### src/shared/batt_status_pkg.sv
// Constants and carrier types for the battery status command registers
package batt_status_pkg;

    // Command codes
    localparam logic [7:0] CMD_PACK_CAPACITY_AT_FULL   = 8'h10;
    localparam logic [7:0] CMD_MINUTES_LEFT_NOW        = 8'h11;
    localparam logic [7:0] CMD_MINUTES_LEFT_AVERAGED   = 8'h12;
    localparam logic [7:0] CMD_MINUTES_UNTIL_FULL      = 8'h13;
    localparam logic [7:0] CMD_REQUESTED_CHARGE_MA     = 8'h14;
    localparam logic [7:0] CMD_REQUESTED_CHARGE_MV     = 8'h15;
    localparam logic [7:0] CMD_ALARM_AND_FLAG_WORD     = 8'h16;

    // Status word bit positions
    localparam int BIT_OVERCHARGE    = 15;
    localparam int BIT_STOP_CHARGE   = 14;
    localparam int BIT_OVER_TEMP     = 12;
    localparam int BIT_STOP_DISCH    = 11;
    localparam int BIT_LOW_CAPACITY  = 9;
    localparam int BIT_LOW_TIME      = 8;
    localparam int BIT_FLASH_VALID   = 7;
    localparam int BIT_NOT_CHARGING  = 6;
    localparam int BIT_FULL          = 5;
    localparam int BIT_EMPTY         = 4;
    localparam int ERR_LSB           = 0;

    // Special values
    localparam logic [15:0] WORD_INVALID   = 16'hffff;
    localparam logic [15:0] WORD_MAX_VALID = 16'hfffe;
    localparam logic [2:0]  ERR_ALL_ONES   = 3'h7;
    localparam logic [15:0] RESET_WORD     = 16'h0000;

    // Overcharge clears after this much continuous discharge, in uAh
    localparam logic [15:0] OVERCHG_CLR_UAH = 16'h07d0;
    // Empty flag clears at this relative state of charge, in percent
    localparam logic [7:0]  EMPTY_CLR_PCT   = 8'h14;

    typedef enum logic [2:0] {
        ERR_OK, ERR_BUSY, ERR_RESERVED_CMD, ERR_UNSUPPORTED,
        ERR_ACCESS_DENIED, ERR_OVER_UNDER, ERR_BAD_SIZE, ERR_UNKNOWN
    } err_code_t;

    typedef struct packed {
        logic        valid;
        logic        write;
        logic        reserved;
        logic [7:0]  code;
    } cmd_req_t;

    typedef struct packed {
        logic        valid;
        logic [15:0] data;
    } cmd_rsp_t;

    typedef struct packed {
        logic        send;
        logic [15:0] word;
    } alarm_msg_t;

    typedef struct packed {
        logic        capacityPower;
        logic        charging;
        logic        discharging;
        logic        busy;
        logic        overflowEvt;
        logic        unknownEvt;
        logic        flashLoadValid;
        logic [15:0] fullCapMah;
        logic [15:0] fullCapCwh;
        logic [15:0] runMinCur;
        logic [15:0] runMinPow;
        logic [15:0] avgMinCur;
        logic [15:0] avgMinPow;
        logic [15:0] fullMin;
        logic [15:0] chargeMa;
        logic [15:0] chargeMv;
        logic [15:0] chargeLeftMah;
        logic [15:0] chargeLeftCwh;
        logic [15:0] capacityAlarmThreshold;
        logic [15:0] timeAlarmThreshold;
        logic        overchargeDetect;
        logic [15:0] contDischUah;
        logic        primaryTermination;
        logic [15:0] temperature;
        logic [15:0] otChgSet;
        logic [15:0] otChgReset;
        logic [15:0] otDsgSet;
        logic [15:0] otDsgReset;
        logic [15:0] suspendTempLow;
        logic [15:0] voltage;
        logic [15:0] terminateVoltage;
        logic [15:0] remainingCharge;
        logic        cellUndervoltageFlag;
        logic        emptyDetect;
        logic [7:0]  relSoc;
        logic [7:0]  fullClearPct;
    } gauge_in_t;

endpackage

### src/core/battery_status_command_set.sv
// Read-only battery status command registers and alarm flag logic
`timescale 1ns/100ps
// What this block does
// Code 0x10 returns full-charge capacity in mAh or 10 mWh by mode
// Code 0x11 returns run minutes, capped 65534, 65535 when not discharging
// Code 0x12 returns smoothed minutes left, 65535 when not discharging
// Code 0x13 returns minutes to full, 65535 when not charging
// Code 0x14 returns requested charge mA; 0 stops, 65535 means CV
// Code 0x15 returns requested charge mV; 65535 means CC source
// Every read command gets a read-word answer of one unsigned 16-bit word; writes get no answer
// Alarm flags sit at bits 15,14,12,11,9,8; 13 and 10 reserved
// Status flags sit at bits 7,6,5,4
// Low three bits hold the outcome code of the last command
// Alarm broadcast sends the previous cycle's status word, without the newly risen bit, with error bits forced high
// Capacity and time alarms use current or power per the mode bit
// Overcharge sets past limit, clears after stop plus 2 mAh discharge
// Stop-charge sets on primary termination, clears when not charging
// Over-temperature sets at threshold per direction, clears below reset
// Stop-discharge sets on zero charge, terminate volts, cold or undervolt
// Stop-discharge clears only when all three release conditions hold
// Low-capacity sets below threshold, clears on lower threshold or charge
// Low-time sets below threshold, clears on lower threshold or charge
// Not-charging flag follows the charging detection
// Empty flag clears once relative charge reaches 20 percent
// Reserved and unused status bits read as zero
module battery_status_command_set (
    input  wire logic                      clk,
    input  wire logic                      rst_n,
    input  wire batt_status_pkg::cmd_req_t  cmdReq,
    input  wire batt_status_pkg::gauge_in_t gauge,
    output batt_status_pkg::cmd_rsp_t       cmdRsp,
    output batt_status_pkg::alarm_msg_t     alarmMsg
);
    import batt_status_pkg::*;

    ////////////////////////////////////////////////////////////////////
    // State

    typedef struct packed {
        cmd_rsp_t    rsp;
        alarm_msg_t  alarm;
        err_code_t   err;
        logic        overcharge;
        logic        stopCharge;
        logic        overTemp;
        logic        overTempFromChg;
        logic        stopDisch;
        logic        lowCapacity;
        logic        lowTime;
        logic        full;
        logic        empty;
        logic [15:0] lastChargeLeft;
        logic [15:0] lastAvgMin;
    } state_t;

    state_t stateR;
    state_t stateNxt;

    ////////////////////////////////////////////////////////////////////
    // Helpers

    function automatic logic [15:0] clampMinutes(
        input logic        active,
        input logic [15:0] minutes
    );
        if (!active) begin
            return WORD_INVALID;
        end
        return (minutes > WORD_MAX_VALID) ? WORD_MAX_VALID : minutes;
    endfunction

    function automatic logic [15:0] byMode(
        input logic        power,
        input logic [15:0] curVal,
        input logic [15:0] powVal
    );
        return power ? powVal : curVal;
    endfunction

    function automatic logic inRange(input logic [7:0] code);
        return code >= CMD_PACK_CAPACITY_AT_FULL &&
               code <= CMD_ALARM_AND_FLAG_WORD;
    endfunction

    ////////////////////////////////////////////////////////////////////
    // Mode-selected values

    logic [15:0] chargeLeft;
    logic [15:0] runMin;
    logic [15:0] avgMin;
    logic [15:0] statusWord;
    logic        alarmRise;

    assign chargeLeft = byMode(gauge.capacityPower, gauge.chargeLeftMah,
                               gauge.chargeLeftCwh);
    assign runMin     = byMode(gauge.capacityPower, gauge.runMinCur,
                               gauge.runMinPow);
    assign avgMin     = byMode(gauge.capacityPower, gauge.avgMinCur,
                               gauge.avgMinPow);

    ////////////////////////////////////////////////////////////////////
    // Status word

    always_comb begin
        statusWord = RESET_WORD;
        statusWord[BIT_OVERCHARGE]   = stateR.overcharge;
        statusWord[BIT_STOP_CHARGE]  = stateR.stopCharge;
        statusWord[BIT_OVER_TEMP]    = stateR.overTemp;
        statusWord[BIT_STOP_DISCH]   = stateR.stopDisch;
        statusWord[BIT_LOW_CAPACITY] = stateR.lowCapacity;
        statusWord[BIT_LOW_TIME]     = stateR.lowTime;
        statusWord[BIT_FLASH_VALID]  = gauge.flashLoadValid;
        statusWord[BIT_NOT_CHARGING] = !gauge.charging;
        statusWord[BIT_FULL]         = stateR.full;
        statusWord[BIT_EMPTY]        = stateR.empty;
        statusWord[ERR_LSB +: 3]     = stateR.err;
    end

    ////////////////////////////////////////////////////////////////////
    // Next state

    always_comb begin
        stateNxt = stateR;
        stateNxt.rsp.valid  = 1'b0;
        stateNxt.alarm.send = 1'b0;
        stateNxt.lastChargeLeft = chargeLeft;
        stateNxt.lastAvgMin     = avgMin;

        // Command answer, one cycle after the request
        if (cmdReq.valid) begin
            stateNxt.rsp.valid = !cmdReq.write;
            unique case (cmdReq.code)
                CMD_PACK_CAPACITY_AT_FULL:
                    stateNxt.rsp.data = byMode(gauge.capacityPower,
                        gauge.fullCapMah, gauge.fullCapCwh);
                CMD_MINUTES_LEFT_NOW:
                    stateNxt.rsp.data =
                        clampMinutes(gauge.discharging, runMin);
                CMD_MINUTES_LEFT_AVERAGED:
                    stateNxt.rsp.data =
                        clampMinutes(gauge.discharging, avgMin);
                CMD_MINUTES_UNTIL_FULL:
                    stateNxt.rsp.data =
                        clampMinutes(gauge.charging, gauge.fullMin);
                CMD_REQUESTED_CHARGE_MA:
                    stateNxt.rsp.data = gauge.chargeMa;
                CMD_REQUESTED_CHARGE_MV:
                    stateNxt.rsp.data = gauge.chargeMv;
                CMD_ALARM_AND_FLAG_WORD:
                    stateNxt.rsp.data = statusWord;
                default:
                    stateNxt.rsp.data = RESET_WORD;
            endcase
            // Outcome of this command
            if (gauge.busy) begin
                stateNxt.err = ERR_BUSY;
            end else if (cmdReq.reserved) begin
                stateNxt.err = ERR_RESERVED_CMD;
            end else if (!inRange(cmdReq.code)) begin
                stateNxt.err = ERR_UNSUPPORTED;
            end else if (cmdReq.write) begin
                stateNxt.err = ERR_ACCESS_DENIED;
            end else begin
                stateNxt.err = ERR_OK;
            end
        end
        if (gauge.overflowEvt) begin
            stateNxt.err = ERR_OVER_UNDER;
        end
        if (gauge.unknownEvt) begin
            stateNxt.err = ERR_UNKNOWN;
        end

        // Overcharge
        if (gauge.overchargeDetect) begin
            stateNxt.overcharge = 1'b1;
        end else if (!gauge.charging &&
                     gauge.contDischUah >= OVERCHG_CLR_UAH) begin
            stateNxt.overcharge = 1'b0;
        end

        // Stop charge
        if (gauge.primaryTermination) begin
            stateNxt.stopCharge = 1'b1;
        end else if (!gauge.charging) begin
            stateNxt.stopCharge = 1'b0;
        end

        // Over temperature, set wins over clear
        if (gauge.charging && gauge.temperature >= gauge.otChgSet) begin
            stateNxt.overTemp        = 1'b1;
            stateNxt.overTempFromChg = 1'b1;
        end else if (gauge.discharging &&
                     gauge.temperature >= gauge.otDsgSet) begin
            stateNxt.overTemp        = 1'b1;
            stateNxt.overTempFromChg = 1'b0;
        end else if (stateR.overTemp) begin
            if (stateR.overTempFromChg ?
                gauge.temperature < gauge.otChgReset :
                gauge.temperature < gauge.otDsgReset) begin
                stateNxt.overTemp = 1'b0;
            end
        end

        // Stop discharge
        if (gauge.remainingCharge == 16'h0000 ||
            gauge.voltage == gauge.terminateVoltage ||
            gauge.temperature <= gauge.suspendTempLow ||
            gauge.cellUndervoltageFlag) begin
            stateNxt.stopDisch = 1'b1;
        end else if (gauge.voltage > gauge.terminateVoltage &&
                     gauge.remainingCharge > 16'h0000 &&
                     !gauge.cellUndervoltageFlag) begin
            stateNxt.stopDisch = 1'b0;
        end

        // Low capacity
        if (chargeLeft < gauge.capacityAlarmThreshold) begin
            stateNxt.lowCapacity = 1'b1;
        end else if (gauge.capacityAlarmThreshold < chargeLeft ||
                     (gauge.charging &&
                      chargeLeft > stateR.lastChargeLeft)) begin
            stateNxt.lowCapacity = 1'b0;
        end

        // Low time
        if (gauge.discharging && runMin < gauge.timeAlarmThreshold) begin
            stateNxt.lowTime = 1'b1;
        end else if (gauge.timeAlarmThreshold < avgMin ||
                     (gauge.charging && avgMin > stateR.lastAvgMin)) begin
            stateNxt.lowTime = 1'b0;
        end

        // Full and empty
        if (gauge.primaryTermination || gauge.overchargeDetect) begin
            stateNxt.full = 1'b1;
        end else if (gauge.relSoc < gauge.fullClearPct) begin
            stateNxt.full = 1'b0;
        end
        if (gauge.emptyDetect) begin
            stateNxt.empty = 1'b1;
        end else if (gauge.relSoc >= EMPTY_CLR_PCT) begin
            stateNxt.empty = 1'b0;
        end

        // Broadcast when any alarm bit rises
        stateNxt.alarm.word = {statusWord[15:3], ERR_ALL_ONES};
        alarmRise =
            (!stateR.overcharge  && stateNxt.overcharge)  ||
            (!stateR.stopCharge  && stateNxt.stopCharge)  ||
            (!stateR.overTemp    && stateNxt.overTemp)    ||
            (!stateR.stopDisch   && stateNxt.stopDisch)   ||
            (!stateR.lowCapacity && stateNxt.lowCapacity) ||
            (!stateR.lowTime     && stateNxt.lowTime);
        stateNxt.alarm.send = alarmRise;
    end

    ////////////////////////////////////////////////////////////////////
    // Registers

    always_ff @(posedge clk) begin
        if (!rst_n) begin
            stateR <= '0;
        end else begin
            stateR <= stateNxt;
        end
    end

    assign cmdRsp   = stateR.rsp;
    assign alarmMsg = stateR.alarm;

endmodule

### config.mk
export PLATFORM = sky130hd
export DESIGN_NAME = battery_status_command_set
export DESIGN_NICKNAME = d
export VERILOG_FILES = /design/src/shared/batt_status_pkg.sv /design/src/core/battery_status_command_set.sv
export SDC_FILE = /design/constraint.sdc
export NUM_CORES = 1
export LEC_CHECK = 0
export ABC_AREA = 1
export BUFFER_PORTS_ARGS = -buffer_cell sky130_fd_sc_hd__buf_2
export CORE_AREA = 2 2 171 173
export CTS_BUF_LIST = sky130_fd_sc_hd__clkbuf_8
export DETAILED_ROUTE_END_ITERATION = 8
export DIE_AREA = 0 0 173 175
export GPL_ROUTABILITY_DRIVEN = 0
export SYNTH_ARGS = -nofsm -noshare
export SYNTH_HDL_FRONTEND = slang
export SYNTH_SLANG_ARGS = --single-unit
### constraint.sdc
create_clock -name clk -period 2.36 [get_ports clk]
set_input_delay 0.472 -clock clk [delete_from_list [all_inputs] [get_ports clk]]
set_output_delay 0.472 -clock clk [all_outputs]
set_load 0.05 [all_outputs]
# --- Yosys cells after proc, flatten, opt, wreduce, memory -nomap -nowiden ---
# Index checks and enable logic that the tools add are counted.
word_totals:
  reg_bits: 78
op_classes:
  magnitude_cmp: 21
  n_eq_ne: 8
  muxes: 49
  n_reduce_logical: 41
op_table:
  columns: ["cell", "n"]
  rows:
  - ["16-bit 2-to-1 mux", 12]
  - ["16-bit one-hot mux with 7 select lines", 1]
  - ["16-bit less-than comparator", 6]
  - ["8-bit by 5-bit equality test with 1-bit output, second input constant", 7]
  - ["16-bit > comparator", 3]
  - ["16-bit > comparator, second input constant", 3]
  - ["47-bit 2-to-1 mux", 1]
  - ["16-bit >= comparator", 2]
  - ["1-bit 2-to-1 mux", 27]
  - ["3-bit 2-to-1 mux", 7]
  - ["16-bit equality test", 1]
  - ["16-bit by 11-bit >= comparator with 1-bit output, second input constant", 1]
  - ["8-bit by 5-bit >= comparator with 1-bit output, second input constant", 2]
  - ["16-bit by 1-bit > comparator with 1-bit output, second input constant", 1]
  - ["16-bit <= comparator", 1]
  - ["16-bit logical NOT", 1]
  - ["1-bit logical AND", 15]
  - ["1-bit logical OR", 11]
  - ["1-bit logical NOT", 9]
  - ["8-bit by 5-bit <= comparator with 1-bit output, second input constant", 1]
  - ["8-bit less-than comparator", 1]
  - ["2-bit nonzero test", 3]
  - ["3-bit nonzero test", 1]
  - ["2-bit 2-to-1 mux", 1]
  - ["2-bit AND reduction", 1]

# --- Longest topological paths before layout ---
logic_depth:
  ltp_word: 11
  depth_mapped: 23
  depth_no_buf: 20

# --- Worst setup path after synthesis ---
# No wires, ideal clock.
synth_timing:
  path_kind: "input -> register"
  start: "input port gauge[394] (netlist name)"
  end: "register stateR (netlist bit stateNxt[53])"
  t_arrival_ns: 2.421
  required_time_ns: 2.289
  path_slack_ns: -0.132
  stages: 17
  cell_sequence: "buf_2 > inv_2 > buf_6 > clkbuf_1 > or2_2 > o21ai_0 > inv_1 > ha_1 > inv_1 > nor2_1 > o21ai_0 > nand2_1 > a21oi_1 > o21ai_0 > a21boi_0 > nand2_1 > a21oi_1"
synth_between:
  elab_chain_len: 6
synth_lines:
  columns: ["item", "line_no", "rtl"]
  rows:
  - ["start: declaration", "battery_status_command_set.sv:30", "input wire batt_status_pkg::gauge_in_t gauge,"]
  - ["16-bit 2-to-1 mux (*)", "battery_status_command_set.sv:77", "return power ? powVal : curVal;"]
  - ["named net chargeLeft[1]", "battery_status_command_set.sv:88", "logic [15:0] chargeLeft;"]
  - ["16-bit > comparator", "battery_status_command_set.sv:222", "chargeLeft > stateR.lastChargeLeft)) begin"]
  - ["1-bit logical AND", "battery_status_command_set.sv:221", "(gauge.charging &&"]
  - ["1-bit logical OR", "battery_status_command_set.sv:220", "end else if (gauge.capacityAlarmThreshold < chargeLeft ||"]
  - ["1-bit 2-to-1 mux", "battery_status_command_set.sv:220", null]
  - ["1-bit 2-to-1 mux (*)", "battery_status_command_set.sv:218", "if (chargeLeft < gauge.capacityAlarmThreshold) begin"]
  - ["end signal: assignment", "battery_status_command_set.sv:265", "stateR <= stateNxt;"]
  - ["end: declaration", "battery_status_command_set.sv:56", "state_t stateR;"]
# Mark *: on every way through the listed nets, which the timed path passes. The rest lies on a longest branch.
# A chain may end at the register's enable or synchronous reset.

# --- Worst setup path in the final report ---
layout_timing:
  start: "input port gauge[394] (netlist name)"
  end: "register stateR (netlist bit alarmMsg[16])"
layout_between:
  elab_chain_len: 9
layout_lines:
  columns: ["item", "line_no", "rtl"]
  rows:
  - ["16-bit 2-to-1 mux", "battery_status_command_set.sv:77", null]
  - ["16-bit > comparator", "battery_status_command_set.sv:222", null]
  - ["1-bit logical AND", "battery_status_command_set.sv:221", null]
  - ["1-bit logical OR", "battery_status_command_set.sv:220", null]
  - ["1-bit 2-to-1 mux", "battery_status_command_set.sv:220", null]
  - ["1-bit 2-to-1 mux", "battery_status_command_set.sv:218", null]
  - ["1-bit logical AND", "battery_status_command_set.sv:253", "(!stateR.lowCapacity && stateNxt.lowCapacity) ||"]
  - ["1-bit logical OR", "battery_status_command_set.sv:252", "(!stateR.stopDisch && stateNxt.stopDisch) ||"]
  - ["1-bit logical OR (*)", "battery_status_command_set.sv:253", null]
# Every way passes the cells marked *; elsewhere a longest branch is shown, timed or not.

==> impl_metrics.toml <==
[synth]
synth_warn = 0
seq_area_frac_synth = 0.155
synth_flop_cell = "sky130_fd_sc_hd__dfxtp_1"
postSynthCellCount = 1537
mean_post_synth_cell_area_sq_um = 6.14
ys_ff_latch = 73
synth_cell_types = 48
postSynth.asyncResetShare = 0
synth_enable_flop_cells = 0
synth_area_sq_mm = 0.00944

[timing]
setup_tns_ns = 0
timing_worst_slew_pin_value_ns = 0.709
timing.max_slew.rel_slack = 0.520
fmax_ghz = 0.447
final_critical_path_setup_slack_ns = 0.124
slew_violations = 0
fin_crit_sh = 0.947
report.final.hold_viol_count = 0
whs_ns = 0.305
final_number_of_setup_violating_endpoints = 0
timing.final.crit_period_ns = 2.24
finalClockSkew_ns = 0.0117
grt_setup_unrepaired = "true"

[route]
via_count = 11000
drt-total-wl_mm = 35.8
drt_first_iter_violations = 515
dr.pass1.iters = 5
antenna_left = 0
routedWlPerCell_um = 14.9
viasPerCell = 4.61
route.detailed.drc = 0

[floorplan]
placeable_core_region_sq_mm = 0.0284
die_w_um = 173
initial_core_util = 0.332
ios = 442
die_area_sq_mm = 0.0303
floorplan.die.height_um = 175
rows = 62

[final_layout]
layout.nets = 2593
ratio_of_cells_with_drive_above_1_in_the_final_layout = 0.293
area_delta_synth_final_pct = 33.5
final_core_utilization = 0.444
insertedDiodeCount = 0

[pwr]
irDropWorstVdd_mv = 0.212
power.share.sequential = 0.321
cellLeakagePower_nw = 7.67
powerDensity_mw_per_mm2 = 330
power.combinational.fraction = 0.443
total_switching_power_mw = 1.55
power.share.switching = 0.373
pwr-share-clk = 0.236
power_report.internal_total_mw = 2.60

[clock_tree]
clock_tree_from_tritoncts = "yes"
post_cts_hold_buffer_count = 0
resize_count_post_cts = 0
cts_inserted_buffers = 9
clk_path_buf_depth = 2
clock_pin_slew_on_the_worst_setup_and_hold_paths_ns = 0.08
ctsHtreeMaxLevel = 3
post-cts-setup-buffers = 0
worst_skew_pair_latency_ns = 0.36
clock_sink_count = 73
buffer_type_at_the_clock_tree_root = "sky130_fd_sc_hd__clkbuf_8"

[worst_setup_path]
worstSetupPathType = "input port to register"
worst_setup_path_start_kind = "input port"
worst_ep_arrival_time_ns = 2.55
data_required_time_at_the_worst_endpoint_ns = 2.67
timing.critical_path.to_type = "register"
crit_path_max_fanout = 13

[job]
maxCapViolations = 0

[placed_design]
io_buffers = 434
place_ws_ns = -0.208
dpl.hpwl_mm = 31.7

[grt]
grt_antenna_before_repair = 1
number_of_global_route_vias_before_repair = 11000
grt_usage = 0.233
maximum_number_of_pins_on_one_net_before_global_route_repair = 57
grt_first_pass_wirelength_mm = 55.6
overall_overflow_remaining_after_global_route = 0

[min_path]
timing.hold.worst.class = "input port to register"

[run_status]
run_status = "finished clean"
-- critical path, stage by stage --
cell and delay (ns):
sky130_fd_sc_hd__buf_2 0.14, sky130_fd_sc_hd__buf_4 0.21, sky130_fd_sc_hd__buf_4 0.18, sky130_fd_sc_hd__nand2_1 0.06, sky130_fd_sc_hd__o21ai_1 0.11, sky130_fd_sc_hd__inv_1 0.09
sky130_fd_sc_hd__ha_1 0.30, sky130_fd_sc_hd__a21oi_1 0.15, sky130_fd_sc_hd__o21ai_0 0.10, sky130_fd_sc_hd__a21oi_1 0.26, sky130_fd_sc_hd__nand4_1 0.25, sky130_fd_sc_hd__nand3_1 0.13
sky130_fd_sc_hd__nand2_1 0.05, sky130_fd_sc_hd__inv_1 0.04
-- sequential cells by signal, indices dropped and copies added, names as in the netlist --
signal,count
alarmMsg,12
cmdRsp,17
stateNxt,8
stateR,36
-- cell families after synthesis --
| group | synth area share |
|---|---|
| AOI/OAI and AO/OA | 0.152 |
| adders and majority gates | 0.237 |
| buffers and inverters | 0.182 |
| DFF | 0.155 |
| muxes | 0.00212 |
| other | 0.000397 |
| and+or+nand+nor | 0.272 |
-- per-stage QoR --
step | total power, mW | area, sq um | std cells
floorplan | 2.40 | 9510 | 1539
global placement | 3.17 | 12400 | 2379
detailed placement | 3.21 | 12400 | 2379
CTS | 4.22 | 12600 | 2394
global route | 4.54 | 12600 | 2394
finish | 4.15 | 12600 | 2394
-- cell usage in the layout, fill, tap and decap left out, types with 4 or more instances in the layout --
master                     Yosys  final
sky130_fd_sc_hd__or2_2        17     17
sky130_fd_sc_hd__inv_1       326    327
sky130_fd_sc_hd__clkbuf_8      1      9
sky130_fd_sc_hd__nand4_1      21     21
sky130_fd_sc_hd__nand3_1      45     45
sky130_fd_sc_hd__o21ai_0     100     86
sky130_fd_sc_hd__a21oi_1     113    113
sky130_fd_sc_hd__nor2_1      152    152
sky130_fd_sc_hd__o21ai_1      12     16
sky130_fd_sc_hd__dfxtp_1      73     73
sky130_fd_sc_hd__buf_4        35     84
sky130_fd_sc_hd__nand2_1     347    347
sky130_fd_sc_hd__o21a_1        4      4
sky130_fd_sc_hd__o22ai_1       5      5
sky130_fd_sc_hd__o21bai_1      6      6
sky130_fd_sc_hd__a211oi_1      8      8
sky130_fd_sc_hd__a31oi_1       6      6
sky130_fd_sc_hd__inv_2        10      9
sky130_fd_sc_hd__buf_12        0      4
sky130_fd_sc_hd__o21ai_2       0     10
sky130_fd_sc_hd__buf_2        11    434
sky130_fd_sc_hd__ha_1        179    179
sky130_fd_sc_hd__nor3_1       10     10
-- power groups by stage --
stage	Combinational, mW	Sequential, mW	Clock [mW]
2_1_floorplan	1.05	1.35	0
3_3_place_gp	1.81	1.36	0
3_5_place_dp	1.84	1.36	0
4_1_cts	1.86	1.33	1.03
5_1_grt	2.13	1.34	1.07
6_report	1.84	1.33	0.980
-- cells in the mapped netlist, types with 10 or more instances --
cell type,instances,area [sq um]
sky130_fd_sc_hd__inv_1,326,1220
sky130_fd_sc_hd__ha_1,179,2240
sky130_fd_sc_hd__o21ai_0,100,500
sky130_fd_sc_hd__nand4_1,21,131
sky130_fd_sc_hd__nor3_1,10,50.1
sky130_fd_sc_hd__o21ai_1,12,60.1
sky130_fd_sc_hd__clkbuf_1,15,56.3
sky130_fd_sc_hd__buf_4,35,263
sky130_fd_sc_hd__nand3_1,45,225
sky130_fd_sc_hd__a21oi_1,113,566
sky130_fd_sc_hd__inv_2,10,37.5
sky130_fd_sc_hd__nand2_1,347,1300
sky130_fd_sc_hd__nor2_1,152,571
sky130_fd_sc_hd__buf_2,11,55.1
sky130_fd_sc_hd__dfxtp_1,73,1460
sky130_fd_sc_hd__or2_2,17,106
-- final timing paths --
path	slack, ns	depth (start not counted)	from	end
worst max-delay path	0.12	14	gauge[394]	alarmMsg[16]
worst min-delay path	0.30	2	cmdReq[9]	cmdRsp[16]
worst max register to register	0.82	9	stateR[23]	stateNxt[53]
worst min register to register	0.44	2	stateNxt[48]	alarmMsg[4]
-- cell type report --
class / instances / area (sq um)
Timing Repair Buffer: 523 / 2890
Multi-Input combinational cell: 1061 / 6310
Inverter: 338 / 1270
Clock inverter: 6 / 61.3
Fill cell: 3106 / 15800
Clock buffer: 9 / 124
Sequential cell: 73 / 1460
Tap cell: 384 / 480
-- metal layers --
| metal | GRT usage | vias up | routed length, um |
|---|---|---|---|
| li1 | - | 5770 | - |
| met1 | 0.272 | 4781 | 14800 |
| met2 | 0.431 | 423 | 17600 |
| met3 | 0.0376 | 57 | 2230 |
| met4 | 0.0802 | 2 | 1080 |
| met5 | 0 | - | 13 |
Note: power is estimated with default switching activity, not from simulation.
